[src/cwb_pkg.sv]
/*
 * cwb_pkg: register map, field positions, reset values and mode codes
 * of the complementary waveform bridge and steering block.
 * Assumes a 32-bit AHB-Lite register bus with word-aligned registers.
 */
package cwb_pkg;
   // register byte offsets
   localparam logic [7:0] OFS_CTRL = 8'h00;
   localparam logic [7:0] OFS_POL = 8'h04;
   localparam logic [7:0] OFS_DBR = 8'h08;
   localparam logic [7:0] OFS_DBF = 8'h0c;
   localparam logic [7:0] OFS_CLK = 8'h10;
   localparam logic [7:0] OFS_ISM = 8'h14;
   localparam logic [7:0] OFS_STEER = 8'h18;
   localparam logic [7:0] OFS_SHDN = 8'h1c;
   localparam logic [7:0] OFS_STAT = 8'h20;
   // control register fields
   localparam int CTRL_EN = 7;
   localparam int CTRL_LD = 6;
   localparam int CTRL_MODE = 0;
   // steering register fields: enables low nibble, override data at 8
   localparam int STEER_EN = 0;
   localparam int STEER_DAT = 8;
   // shutdown register fields
   localparam int SHDN_SW = 0;
   localparam int SHDN_LVL = 4;
   // reset values
   localparam logic [2:0] RST_MODE = 3'h0;
   localparam logic [3:0] RST_POL = 4'hf;
   localparam logic [5:0] RST_DB = 6'h00;
   localparam logic [4:0] RST_ISM = 5'h00;
   localparam logic [3:0] RST_STEER = 4'h0;
   localparam logic [3:0] RST_SDLVL = 4'h0;
   localparam logic RST_SD = 1'b1;

   typedef enum logic [2:0] {
      MODE_ASTEER = 3'b000,
      MODE_SSTEER = 3'b001,
      MODE_FWD = 3'b010,
      MODE_REV = 3'b011,
      MODE_HALF = 3'b100,
      MODE_PUSH = 3'b101
   } cwb_mode_e;
endpackage

[src/cwb_core.sv]
/*
 * cwb_core: four-output complementary waveform generator with
 * half-bridge, push-pull, full-bridge and steering modes, two 6-bit
 * dead-band counters and an AHB-Lite register slave.
 * Assumes data sources and dead-band clock ticks synchronous to hclk.
 */
//
// Behaviour
// - full-bridge direction bit changes apply at next data rising edge.
// - forward to reverse swaps a/c levels, d goes inactive, b modulates.
// - newly modulated output stays inactive until direction dead band ends.
// - full-bridge dead band only on direction change, only modulated output.
// - steering routes input to any output set, others fixed, no dead band.
// - steer enable clear holds override level, set passes modulated input.
// - polarity applies only to steered outputs, overrides pass unchanged.
// - steer enables are synchronised, override data bits are not.
// - in steering, shutdown overrides only steered outputs.
// - synchronous steering defers changes to next data rising edge.
// - asynchronous steering applies changes right after the write.
// - dead-band timing ticks from system clock or internal oscillator.
// - oscillator selection requests it stay alive in sleep while enabled.
// - a 5-bit field selects the data input source.
// - polarity set means active high, clear means active low.
// - two 6-bit counters: rising/reverse and falling/forward.
// - dead band counts clock periods from zero up to the stored value.
// - half-bridge out_a turns on after rising dead band.
// - reverse dead band only on forward to reverse, delays out_b only.
// - dead band starts on input edge, zero count means none.
// - input reversing before count ends suppresses that pulse.
// - dead-band counts double-buffered, load via request after falling edge.
// - mode 010: a active, b and c inactive, d modulated.
// - mode 011: c active, a and d inactive, b modulated.
`timescale 1ns/1ps
module cwb_core #(
   parameter int NSRC = 32
) (
   input wire logic hclk,
   input wire logic hresetn,
   input wire logic hsel,
   input wire logic [31:0] haddr,
   input wire logic [1:0] htrans,
   input wire logic hwrite,
   input wire logic [2:0] hsize,
   input wire logic [31:0] hwdata,
   input wire logic hready,
   output logic hreadyout,
   output logic hresp,
   output logic [31:0] hrdata,
   input wire logic [NSRC-1:0] data_src,
   input wire logic hf_osc_tick,
   input wire logic sleep_mode,
   input wire logic shutdown_in_n,
   output logic hf_osc_keep_awake,
   output logic [3:0] out_pin
);
   // register state
   logic en;
   logic buffer_load_request;
   logic [2:0] mode;
   logic [3:0] polarity_select;
   logic [5:0] dbr_shadow;
   logic [5:0] dbf_shadow;
   logic [5:0] rising_deadband_count;
   logic [5:0] falling_deadband_count;
   logic clock_source_select;
   logic [4:0] input_source_select;
   logic [3:0] steer_enable;
   logic [3:0] override_level;
   logic sd_sw;
   logic [3:0] sd_level;
   // bus data-phase state
   logic wr_pend;
   logic [7:0] wr_addr;
   // datapath state
   logic data_s;
   logic data_prev;
   logic ld_armed;
   logic [3:0] steer_act;
   logic dir;
   logic pp_sel;
   logic [1:0] busy;
   logic [1:0] on;
   logic [5:0] cnt [2];
   logic [3:0] next_out;

   // bus decode
   wire addr_ok = hsel && hready && htrans[1];
   wire wr_ctrl = wr_pend && wr_addr == cwb_pkg::OFS_CTRL;
   wire wr_dbr = wr_pend && wr_addr == cwb_pkg::OFS_DBR;
   wire wr_dbf = wr_pend && wr_addr == cwb_pkg::OFS_DBF;
   wire wr_steer = wr_pend && wr_addr == cwb_pkg::OFS_STEER;
   wire wr_shdn = wr_pend && wr_addr == cwb_pkg::OFS_SHDN;
   wire [7:0] rd_addr = haddr[7:0];
   logic [31:0] rd_mux;

   // datapath decode
   wire d_rise = data_s && !data_prev;
   wire d_fall = !data_s && data_prev;
   wire steer_mode = mode[2:1] == 2'b00;
   wire fb_mode = mode[2:1] == 2'b01;
   wire hb_mode = mode == cwb_pkg::MODE_HALF;
   wire dir_chg = en && fb_mode && d_rise && mode[0] != dir;
   wire db_load = ld_armed && d_rise;
   // sequencer steps on the edge itself, so the first pulse never leaks onto out_b
   wire pp_now = pp_sel ^ d_rise;
   wire sd = sd_sw || !shutdown_in_n;
   // system clock is stopped in sleep, so its dead band stalls there
   wire db_tick = clock_source_select ? hf_osc_tick : !sleep_mode;
   wire [1:0] start;
   wire [1:0] cancel;
   wire [5:0] db_val [2];
   wire fb_mod;
   wire [3:0] pre;

   assign hreadyout = 1'b1;
   assign hresp = 1'b0;
   assign hf_osc_keep_awake = en && clock_source_select;

   always_comb begin
      rd_mux = 32'h0000_0000;
      case (rd_addr)
         cwb_pkg::OFS_CTRL: begin
            rd_mux[cwb_pkg::CTRL_EN] = en;
            rd_mux[cwb_pkg::CTRL_LD] = buffer_load_request;
            rd_mux[2:0] = mode;
         end
         cwb_pkg::OFS_POL: rd_mux[3:0] = polarity_select;
         cwb_pkg::OFS_DBR: rd_mux[5:0] = dbr_shadow;
         cwb_pkg::OFS_DBF: rd_mux[5:0] = dbf_shadow;
         cwb_pkg::OFS_CLK: rd_mux[0] = clock_source_select;
         cwb_pkg::OFS_ISM: rd_mux[4:0] = input_source_select;
         cwb_pkg::OFS_STEER: begin
            rd_mux[3:0] = steer_enable;
            rd_mux[11:8] = override_level;
         end
         cwb_pkg::OFS_SHDN: begin
            rd_mux[0] = sd;
            rd_mux[7:4] = sd_level;
         end
         cwb_pkg::OFS_STAT: rd_mux[17:0] = {dir, pp_sel, busy, on, steer_act, 4'h0, out_pin};
         default: rd_mux = 32'h0000_0000;
      endcase
   end

   // zero wait states: read data is latched at the address-phase edge
   always_ff @(posedge hclk or negedge hresetn) begin
      if (!hresetn) begin
         wr_pend <= 1'b0;
         wr_addr <= 8'h00;
         hrdata <= 32'h0000_0000;
      end else begin
         wr_pend <= addr_ok && hwrite;
         wr_addr <= haddr[7:0];
         if (addr_ok && !hwrite) begin
            hrdata <= rd_mux;
         end
      end
   end

   always_ff @(posedge hclk or negedge hresetn) begin
      if (!hresetn) begin
         en <= 1'b0;
         mode <= cwb_pkg::RST_MODE;
         polarity_select <= cwb_pkg::RST_POL;
         clock_source_select <= 1'b0;
         input_source_select <= cwb_pkg::RST_ISM;
         steer_enable <= cwb_pkg::RST_STEER;
         override_level <= cwb_pkg::RST_STEER;
         sd_level <= cwb_pkg::RST_SDLVL;
      end else if (wr_pend) begin
         case (wr_addr)
            cwb_pkg::OFS_CTRL: begin
               en <= hwdata[cwb_pkg::CTRL_EN];
               mode <= hwdata[cwb_pkg::CTRL_MODE +: 3];
            end
            cwb_pkg::OFS_POL: polarity_select <= hwdata[3:0];
            cwb_pkg::OFS_CLK: clock_source_select <= hwdata[0];
            cwb_pkg::OFS_ISM: input_source_select <= hwdata[4:0];
            cwb_pkg::OFS_STEER: begin
               steer_enable <= hwdata[cwb_pkg::STEER_EN +: 4];
               override_level <= hwdata[cwb_pkg::STEER_DAT +: 4];
            end
            cwb_pkg::OFS_SHDN: sd_level <= hwdata[cwb_pkg::SHDN_LVL +: 4];
            default: ;
         endcase
      end
   end

   // shutdown bit cannot be cleared while the external request persists
   always_ff @(posedge hclk or negedge hresetn) begin
      if (!hresetn) begin
         sd_sw <= cwb_pkg::RST_SD;
      end else if (!shutdown_in_n) begin
         sd_sw <= 1'b1;
      end else if (wr_shdn) begin
         sd_sw <= hwdata[cwb_pkg::SHDN_SW];
      end
   end

   // double-buffered dead-band counts; a new request wins over the hw clear
   always_ff @(posedge hclk or negedge hresetn) begin
      if (!hresetn) begin
         dbr_shadow <= cwb_pkg::RST_DB;
         dbf_shadow <= cwb_pkg::RST_DB;
         rising_deadband_count <= cwb_pkg::RST_DB;
         falling_deadband_count <= cwb_pkg::RST_DB;
         buffer_load_request <= 1'b0;
         ld_armed <= 1'b0;
      end else begin
         if (wr_dbr) begin
            dbr_shadow <= hwdata[5:0];
         end
         if (wr_dbf) begin
            dbf_shadow <= hwdata[5:0];
         end
         if (!en && wr_dbr) begin
            rising_deadband_count <= hwdata[5:0];
         end else if (en && db_load) begin
            rising_deadband_count <= dbr_shadow;
         end
         if (!en && wr_dbf) begin
            falling_deadband_count <= hwdata[5:0];
         end else if (en && db_load) begin
            falling_deadband_count <= dbf_shadow;
         end
         if (wr_ctrl && hwdata[cwb_pkg::CTRL_LD]) begin
            buffer_load_request <= 1'b1;
         end else if (db_load) begin
            buffer_load_request <= 1'b0;
         end
         if (!en || db_load) begin
            ld_armed <= 1'b0;
         end else if (buffer_load_request && d_fall) begin
            ld_armed <= 1'b1;
         end
      end
   end

   // input sampling, edge memory, direction and steering latches
   always_ff @(posedge hclk or negedge hresetn) begin
      if (!hresetn) begin
         data_s <= 1'b0;
         data_prev <= 1'b0;
         dir <= 1'b0;
         pp_sel <= 1'b0;
         steer_act <= cwb_pkg::RST_STEER;
      end else begin
         data_s <= data_src[input_source_select];
         data_prev <= data_s;
         if (!en) begin
            dir <= mode[0];
         end else if (dir_chg) begin
            dir <= mode[0];
         end
         if (!en || sd) begin
            pp_sel <= 1'b0;
         end else if (d_rise) begin
            pp_sel <= !pp_sel;
         end
         if (!en || mode == cwb_pkg::MODE_ASTEER) begin
            steer_act <= steer_enable;
         end else if (d_rise) begin
            steer_act <= steer_enable;
         end
      end
   end

   // index 0: rising edge / reverse, index 1: falling edge / forward
   assign start[0] = hb_mode ? d_rise : (dir_chg && mode[0]);
   assign start[1] = hb_mode ? d_fall : (dir_chg && !mode[0]);
   assign cancel[0] = hb_mode && d_fall;
   assign cancel[1] = hb_mode && d_rise;
   // a count loaded on the starting edge already times that edge, start and end alike
   assign db_val[0] = (en && db_load) ? dbr_shadow : rising_deadband_count;
   assign db_val[1] = (en && db_load) ? dbf_shadow : falling_deadband_count;

   for (genvar i = 0; i < 2; i++) begin : g_db
      always_ff @(posedge hclk or negedge hresetn) begin
         if (!hresetn) begin
            busy[i] <= 1'b0;
            on[i] <= 1'b0;
            cnt[i] <= 6'h00;
         end else if (!en || cancel[i]) begin
            busy[i] <= 1'b0;
            on[i] <= 1'b0;
         end else if (start[i]) begin
            cnt[i] <= 6'h00;
            busy[i] <= db_val[i] != 6'h00;
            on[i] <= db_val[i] == 6'h00;
         end else if (busy[i] && db_tick) begin
            cnt[i] <= cnt[i] + 6'h01;
            if (cnt[i] + 6'h01 == db_val[i]) begin
               busy[i] <= 1'b0;
               on[i] <= 1'b1;
            end
         end
      end
   end

   // modulated full-bridge output is held off while its counter runs
   assign fb_mod = data_s && !(dir ? busy[0] : busy[1]);
   assign pre = fb_mode ? (dir ? {1'b0, 1'b1, fb_mod, 1'b0}
                               : {fb_mod, 1'b0, 1'b0, 1'b1})
              : hb_mode ? {on[1], on[0], on[1], on[0]}
              : {data_s && !pp_now, data_s && pp_now, data_s && !pp_now, data_s && pp_now};

   for (genvar i = 0; i < 4; i++) begin : g_out
      always_comb begin
         if (!en) begin
            next_out[i] = 1'b0;
         end else if (steer_mode && !steer_act[i]) begin
            next_out[i] = override_level[i];
         end else if (sd) begin
            next_out[i] = sd_level[i];
         end else if (steer_mode) begin
            next_out[i] = data_s ^ !polarity_select[i];
         end else begin
            next_out[i] = pre[i] ^ !polarity_select[i];
         end
      end
   end

   always_ff @(posedge hclk or negedge hresetn) begin
      if (!hresetn) begin
         out_pin <= 4'h0;
      end else begin
         out_pin <= next_out;
      end
   end
endmodule // cwb_core

[config.mk]
export PLATFORM = sky130hd
export DESIGN_NAME = cwb_core
export DESIGN_NICKNAME = d
export VERILOG_FILES = /design/src/cwb_pkg.sv /design/src/cwb_core.sv
export SDC_FILE = /design/constraint.sdc
export NUM_CORES = 1
export LEC_CHECK = 0
export BUFFER_PORTS_ARGS = -buffer_cell sky130_fd_sc_hd__buf_4
export CAP_MARGIN = 20
export CORE_MARGIN = 2
export CORE_UTILIZATION = 48
export DETAILED_ROUTE_END_ITERATION = 6
export GPL_TIMING_DRIVEN = 0
export PLACE_DENSITY = 0.76
export SYNTH_ARGS = -nofsm -noshare
export SYNTH_HDL_FRONTEND = slang
export SYNTH_SLANG_ARGS = --single-unit
[constraint.sdc]
create_clock -name hclk -period 1.75 [get_ports hclk]
set_clock_uncertainty 0.05 [all_clocks]
set_input_delay 0.35 -clock hclk [delete_from_list [all_inputs] [get_ports hclk]]
set_output_delay 0.35 -clock hclk [all_outputs]
set_load 0.05 [all_outputs]
; ---- Word-level counts from Yosys, hierarchy flattened
; Index checks and enable logic that the tools add are counted.
[totals]
out_inout_bits = 39
inputBits = 109
reg_bits = 108
[classes]
reduce_logical = 85
n_addsub = 2
eq_ne = 22
n_lt_le_gt_ge = 1
n_bitwise = 11
mux = 69
[ops]
columns = op, n
row1 = $eq A8 B5 Y1 const B, 8
row2 = $mux W6, 9
row3 = $mux W1, 47
row4 = $logic_and A1 B1 Y1, 33
row5 = $eq A8 B4 Y1 const B, 4
row6 = $mux W4, 5
row7 = $reduce_and A2 Y1, 10
row8 = $logic_not A1 Y1, 18
row9 = $eq A8 B3 Y1 const B, 2
row10 = $logic_not A8 Y1, 2
row11 = $pmux W2 S7, 1
row12 = $add A6 B1 Y6 const B, 2
row13 = $eq A6 B6 Y1, 2
row14 = $logic_not A6 Y1, 2
row15 = $reduce_bool A2 Y1, 6
row16 = $reduce_bool A3 Y1, 4
row17 = $reduce_bool A6 Y1, 2
row18 = $pmux W1 S9, 1
row19 = $xor A1 B1 Y1, 9
row20 = $eq A8 B6 Y1 const B, 1
row21 = $pmux W4 S2, 1
row22 = $logic_or A1 B1 Y1, 6
row23 = $lt A5 B6 Y1 const B, 1
row24 = $pmux W1 S6, 1
row25 = 11 further kinds, 13

; ---- Logic depth before layout (Yosys ltp)
; Gate-level depths: netlist of run 1.
[logic_depth]
word_depth = 12
mapped_depth = 8
mapped_depth_nobuf = 7

; ---- Least setup slack after synthesis of run 1
; OpenSTA, ideal clock, no wires.
[synth_timing]
kind = register to register
start = register input_source_select[0]
end = register data_s
t_required_ns = 1.575
synth_period_minus_slack_ns = 1.952
t_arrival_ns = 1.777
setup_slack_ns = -0.202
path_stages_with_launch = 5
setup_time_ns = 0.125
cell_sequence = dfrtp_1 -> buf_2 -> mux4_2 -> mux4_2 -> mux2_2
[synth_between]
elab_chain_cells = 2
[synth_rtl]
columns = element, line_no
row1 = "start, declared", cwb_core.sv:66  ; logic [4:0] input_source_select;
row2 = "start signal, assigned", cwb_core.sv:166  ; input_source_select <= cwb_pkg::RST_ISM;
row3 = "start signal, assigned", cwb_core.sv:178  ; cwb_pkg::OFS_ISM: input_source_select <= hwdata[4:0];
row4 = $bmux W1 S5, cwb_core.sv:248  ; data_s <= data_src[input_source_select];
row5 = $mux W1 (not written as such), cwb_core.sv:248
row6 = "end signal, assigned", cwb_core.sv:248
row7 = "end, declared", cwb_core.sv:75  ; logic data_s;
; No other way between the ends. The select of a mux whose other input is x is not followed.
; A chain may end at the register's enable or synchronous reset.

; ---- Final worst setup path of run 1
[layout_timing]
start = register data_s
end = register busy[1]
[layout_between]
elab_chain_cells = 7
elab_cells_between_ends = 19
cone_classes = eq/ne: 1 / mux: 4 / reduce/logical: 14
[layout_rtl]
columns = element, line_no
row1 = $logic_and A1 B1 Y1, cwb_core.sv:97  ; wire d_rise = data_s && !data_prev;
row2 = $logic_and A1 B1 Y1 (on tied branches), "cwb_core.sv:103, cwb_core.sv:102"
row3 = $logic_and A1 B1 Y1 (on tied branches), "cwb_core.sv:275, cwb_core.sv:102"
row4 = $mux W6 / $logic_and A1 B1 Y1 (equally long branches), --
row5 = "$eq A6 B6 Y1, or another cell as far along", cwb_core.sv:292  ; if (cnt[i] + 6'h01 == db_val[i]) begin
row6 = $reduce_bool A3 Y1 (no line) / $mux W1 (equally long branches), --
row7 = $reduce_and A2 Y1 (no line) / $mux W1 (equally long branches), --
row8 = "end signal, assigned by index", cwb_core.sv:284  ; busy[i] <= 1'b0;
row9 = "end signal, assigned by index", cwb_core.sv:288  ; busy[i] <= db_val[i] != 6'h00;
row10 = "end signal, assigned by index", cwb_core.sv:293  ; busy[i] <= 1'b0;
row11 = "end, declared", cwb_core.sv:81  ; logic [1:0] busy;
; Several ways; a longest one is shown, not always the timed one.

==> results of run 1 <==
power breakdown:
| group | internal [mW] | switching [mW] | total [mW] |
|---|---|---|---|
| sequential | 2.75 | 0.266 | 3.02 |
| clock | 1.26 | 0.934 | 2.19 |
| combinational | 0.813 | 1.03 | 1.85 |
layer usage:
metal | wire length (microns) | part of all wire
met5 | 0 | 0
met4 | 386 | 0.023
met3 | 1240 | 0.075
met2 | 8050 | 0.49
met1 | 6770 | 0.41
kinds of logic (layout without fill, tap and decap cells):
family	count (synthesis)	after routing	share of synthesized area
adders and majority gates	2	2	0.00435
xor gates and xnor gates	20	20	0.0305
AOI/OAI and AO/OA	101	101	0.109
other	2	16	0.00131
and+or+nand+nor	202	202	0.167
DFF	108	108	0.471
muxes	79	79	0.173
buffers and inverters	48	180	0.0446
critical path, stage by stage, from the launching register on:
cell      delay, ps
dfrtp_2         450
nand4b_1        160
buf_6           210
mux2i_2         340
xor2_1          140
or4_1           500
o22ai_2         180
o21bai_1        100
path summary, 6_finish.rpt:
check | from | endpoint | cells after the start
worst max-delay path | data_s | busy[1] | 7
worst min-delay path | hresetn | input_source_select[0] | 1
worst max register to register | data_s | busy[1] | 7
worst min register to register | hrdata[17] | hrdata[17] | 2
max in group asynchronous | hresetn | polarity_select[0] | 2
min in group hclk | haddr[6] | wr_addr[6] | 1
synthesized netlist by cell type, types with 5 or more instances:
library cell  number
nor2b_1           11
o31ai_1            5
nand2_1           61
a21oi_1           26
xnor2_1           10
nand3_1           19
inv_1              7
clkbuf_1          21
a31oi_1            8
mux2_2            48
nand2b_1           7
mux2i_1           19
o21ai_0           31
a221oi_1           5
nor2_1            54
xor2_1            10
nor3_1            18
buf_4             16
mux4_2            10
dfstp_2            5
dfrtp_1          103
nand4_1            6
state kept, by name, indices dropped and copies added (netlist names), 2 cells and up:
register,flops
busy,2
cnt,12
dbf_shadow,6
dbr_shadow,6
falling_deadband_count,6
hrdata,18
input_source_select,5
mode,3
on,2
out_pin,4
override_level,4
polarity_select,4
rising_deadband_count,6
sd_level,4
steer_act,4
steer_enable,4
wr_addr,8
layout make-up:
type,count,area [sq um]
repair buffers,119,986
clock inverters,4,73.8
flip-flops and latches,108,2710
multi-input cells,420,3230
inverters,8,31.3
clock buffers,12,236
well taps,143,179
plain buffers,37,285
fillers,841,3830
what timing repair did:
item	in CTS	in global routing
setup buffers	21	15
pin swaps	18	26
setup endpoints to repair	83	77
gates resized for setup	57	93
==> results.sh, run 1 <==
export IMPL_status="complete, but fails checks"
export IMPL_violations="hold timing, setup timing"
export IMPL_synth_edff_count=0
export IMPL_post_route_min_period_ps=2260
export IMPL_layout_common_cells="buf_4, dfrtp_1, nand2_1, nor2_1, mux2_2"
export IMPL_cap_viol_max_count=0
export IMPL_grt_first_pass_wirelength_microns=25100
export IMPL_syn_inst=562
export IMPL_layout_cells_most_common="buf_4"
export IMPL_grt_use_met1=0.342
export IMPL_synth_seq_cells=108
export IMPL_dr_first_iter_drc_count=359
export IMPL_critPathLaunchType="flop"
export IMPL_wire_per_inst_microns=19.3
export IMPL_rsz0062_at_grt="true"
export IMPL_area_growth_pct=34.5
export IMPL_clk_path_buf_depth=2
export IMPL_cp_arrival_ps=2450
export IMPL_ys_types=57
export IMPL_placed_area_sq_um=6660
export IMPL_post_place_ws_ps=-673
export IMPL_fp_coreArea_sq_um=11600
export IMPL_syn_avg_cell_area_sq_um=10.2
export IMPL_fin_ws_ps=-514
export IMPL_start_util=0.497
export IMPL_finalNonFillerCells=851
export IMPL_post_place_cells=802
export IMPL_die_h_microns=113
export IMPL_grt_pass1_vias=4884
export IMPL_crit_type="reg2reg"
export IMPL_tightest_slew_ps=699
export IMPL_die_area_sq_um=12900
export IMPL_hold_buffers=0
export IMPL_fp_dieW_microns=113
export IMPL_first_pass_iters=5
export IMPL_grt_met2_usage=0.408
export IMPL_routed_wl_microns=16400
export IMPL_place_hpwl_microns=11200
export IMPL_final_antenna_net_count=0
export IMPL_utilization=0.669
export IMPL_rrSetupSlack_ps=-510
export IMPL_maxSlewHeadroom=0.534
export IMPL_fin_crit_sh=1.29
export IMPL_cp_max_fo=8
export IMPL_critPathRequiredTime_ps=1930
export IMPL_pin_count=148
export IMPL_grt_busiest_layer="met2"
export IMPL_io_buffers=82
export IMPL_fin_total_pwr_mw=7.06
export IMPL_timing_hold_violations_final=12
export IMPL_path_clk_slew_ps=70
export IMPL_synth_top_area_frac=0.448
export IMPL_grt_overflow_total=0
export IMPL_powerDensity_nw_per_um2=913
export IMPL_crit_path_end_kind="flop"
export IMPL_yosysSeqAreaShare=0.471
export IMPL_synthTopCellsByArea="dfrtp_1, mux2_2, nand2_1"
export IMPL_vias=4992
export IMPL_hold_path_class="in2async"
export IMPL_yosysTopAreaCell="dfrtp_1"
export IMPL_track_usage=0.248
export IMPL_maxSlewViolCount=0
export IMPL_via_per_inst=5.87
export IMPL_ys_async_sr_fraction=1.00
export IMPL_use_met3=0.0468
export IMPL_ys_flop_type="dfrtp_1"
export IMPL_syn_area_sq_um=5750
export IMPL_globalplace_congestion=0.914
export IMPL_ys_warn_count=0
export IMPL_drive_gt1_frac=0.407
export IMPL_root_buffer="clkbuf_16"
export IMPL_insertion_delay_ps=350
export IMPL_setup_viol=56
export IMPL_cts_tree="built"
export IMPL_cts_buffers=9
export IMPL_antenna_found_initial=0
export IMPL_drc=0
export IMPL_tns_ps=-9880
export IMPL_timing_fmax_mhz=442
export IMPL_p_leak_nw=3.51
export IMPL_grt_max_degree=56
export IMPL_placementRows=39
export IMPL_holdWs_ps=-10.0
export IMPL_htreeDepth=3
export IMPL_n_antenna_cell=0
export IMPL_final_nets=814
export IMPL_clock_sinks=108
export IMPL_final_area_sq_um=7730
export IMPL_max_vdd_ir_drop_mv=0.476
Note: power is estimated with default switching activity, not from simulation.
==> inputs of run 2 (changes only) <==
Settings changed: CORE_ASPECT_RATIO from default to 1.75, MAX_ROUTING_LAYER from default to met4.
==> run 2 against run 1 <==
  * The flow finishes with violations (setup timing)
  * Cell area grew 0.87%
  * Combinational power is essentially flat
  * Power is 2.1% lower
  * Sequential power about the same
  * Non-clock buffer count grew 5
  * Routed wire length rose by 8.2%
  * Critical path type unchanged
  * Critical endpoint unchanged
==> results.sh, run 2 (synthesized netlist as in run 1, its figures left out) <==
export IMPL_critPathRequiredTime_ps=1940
export IMPL_fp_dieW_microns=86.8
export IMPL_critPathLaunchType="flop"
export IMPL_comb_power_share=0.264
export IMPL_placementRows=52
export IMPL_slowest_delay_ps=530
export IMPL_n_antenna_cell=0
export IMPL_status="complete, but fails checks"
export IMPL_first_pass_iters=5
export IMPL_layout_cells_most_common="buf_4"
export IMPL_routed_wl_microns=17800
export IMPL_fin_crit_sh=1.25
export IMPL_die_area_sq_um=12900
export IMPL_globalplace_congestion=0.959
export IMPL_top_register="hrdata"
export IMPL_fin_ws_ps=-443
export IMPL_cap_viol_max_count=0
export IMPL_timing_fmax_mhz=456
export IMPL_start_util=0.494
export IMPL_drive_gt1_frac=0.410
export IMPL_maxSlewViolCount=0
export IMPL_root_buffer="clkbuf_16"
export IMPL_die_h_microns=149
export IMPL_clockPowerShare=0.298
export IMPL_hold_path_class="in2reg"
export IMPL_drc=0
export IMPL_antenna_found_initial=0
export IMPL_rsz0062_at_grt="true"
export IMPL_top_regs="hrdata x18, cnt x12, wr_addr x8"
export IMPL_grt_pass1_vias=5152
export IMPL_timing_hold_violations_final=0
export IMPL_cp_max_fo=8
export IMPL_via_per_inst=6.03
export IMPL_placed_area_sq_um=6650
export IMPL_dr_first_iter_drc_count=445
export IMPL_switching_share=0.323
export IMPL_cp_cell_sequence="nand4b_1 -> buf_8 -> mux2i_4 -> xnor2_2 -> or4_1 -> o22ai_2 -> o21bai_1"
export IMPL_min_path_cells=1
export IMPL_place_hpwl_microns=11900
export IMPL_clk_path_buf_depth=2
export IMPL_area_growth_pct=35.7
export IMPL_crit_path_end_kind="flop"
export IMPL_final_antenna_net_count=0
export IMPL_cp_arrival_ps=2380
export IMPL_htreeDepth=3
export IMPL_pin_count=148
export IMPL_post_route_min_period_ps=2190
export IMPL_max_vdd_ir_drop_mv=0.510
export IMPL_slowest_stage="or4_1"
export IMPL_tightest_slew_ps=615
export IMPL_crit_type="reg2reg"
export IMPL_setup_viol=46
export IMPL_path_clk_slew_ps=70
export IMPL_switchingPower_mw=2.23
export IMPL_largest_reg_flops=18
export IMPL_power_share_sequential=0.437
export IMPL_cts_tree="built"
export IMPL_insertion_delay_ps=350
export IMPL_clock_sinks=108
export IMPL_p_leak_nw=3.54
export IMPL_fp_coreArea_sq_um=11600
export IMPL_r2r_cells=7
export IMPL_vias=5104
export IMPL_holdWs_ps=61.6
export IMPL_maxSlewHeadroom=0.590
export IMPL_final_nets=819
export IMPL_wire_per_inst_microns=21.0
export IMPL_grt_overflow_total=0
export IMPL_cts_buffers=9
export IMPL_p_int_mw=4.68
export IMPL_grt_first_pass_wirelength_microns=26300
export IMPL_violations="setup timing"
export IMPL_io_buffers=82
export IMPL_track_usage=0.274
export IMPL_final_area_sq_um=7800
export IMPL_layout_common_cells="buf_4, dfrtp_1, nand2_1, nor2_1, mux2_2"
export IMPL_grt_max_degree=65
export IMPL_powerDensity_nw_per_um2=886
-- run 2: timing repair --
item | 4_1_cts | 5_1_grt
hold buffers | 1 | 0
endpoints found under the setup margin | 83 | 60
resized for setup | 83 | 60
endpoints found under the hold margin | 43 | 0
gates cloned | 1 | 1
setup buffers | 23 | 15
pin swaps | 22 | 18
-- run 2: final timing paths --
kind,start,to,slack (ps)
min in group asynchronous,hresetn,input_source_select[1],510
setup / recovery,data_s,busy[1],-440
hold reg to reg,hrdata[16],hrdata[16],430
hold / removal,haddr[7],wr_addr[7],60
setup reg to reg,data_s,busy[1],-440
max in group asynchronous,hresetn,polarity_select[1],380
-- run 2: layout make-up --
| class | instances | area [sq um] |
|---|---|---|
| Buffer | 37 | 280 |
| Clock buffer | 11 | 243 |
| Clock inverter | 4 | 48.8 |
| Fill cell | 853 | 3840 |
| Inverter | 8 | 31.3 |
| Multi-Input combinational cell | 420 | 3300 |
| Sequential cell | 108 | 2710 |
| Tap cell | 135 | 169 |
| Timing Repair Buffer | 124 | 1020 |
-- run 2: layer usage --
layer	vias to the layer above	wire length (microns)	track usage
li1	2281	-	-
met1	2495	6160	0.288
met2	257	9770	0.483
met3	71	905	0.0415
met4	0	952	0.150
met5	-	0	-
-- run 2: metrics by stage --
| stage | power, mW | utilization | worst slack, ps | setup TNS, ps | cells |
|---|---|---|---|---|---|
| 2_1_floorplan | 4.06 | - | -187 | -692 | 576 |
| 3_3_place_gp | 4.53 | 0.569 | -778 | -22260 | 793 |
| 3_5_place_dp | 4.59 | 0.571 | -802 | -25840 | 794 |
| 4_1_cts | 6.77 | 0.640 | -394 | -3420 | 831 |
| 5_1_grt | 7.15 | 0.670 | -494 | -8880 | 847 |
| 6_report | 6.91 | 0.670 | -443 | -5650 | 847 |
-- run 2: critical path, delay by kind of cell (launching register included) --
kind	cells	cell delay [ps]
and+or+nand+nor	2	680
xor gates and xnor gates	1	110
AOI/OAI and AO/OA	2	260
muxes	1	330
buffers and inverters	1	200
DFF	1	460
-- run 2: power by group through the flow --
| stage | combinational [mW] | sequential, mW | clock [mW] |
|---|---|---|---|
| 4_1_cts | 1.71 | 3.00 | 2.06 |
| 2_1_floorplan | 0.842 | 3.22 | 0 |
| 3_3_place_gp | 1.51 | 3.02 | 0 |
| 3_5_place_dp | 1.56 | 3.03 | 0 |
| 6_report | 1.83 | 3.02 | 2.06 |
| 5_1_grt | 1.94 | 3.04 | 2.16 |
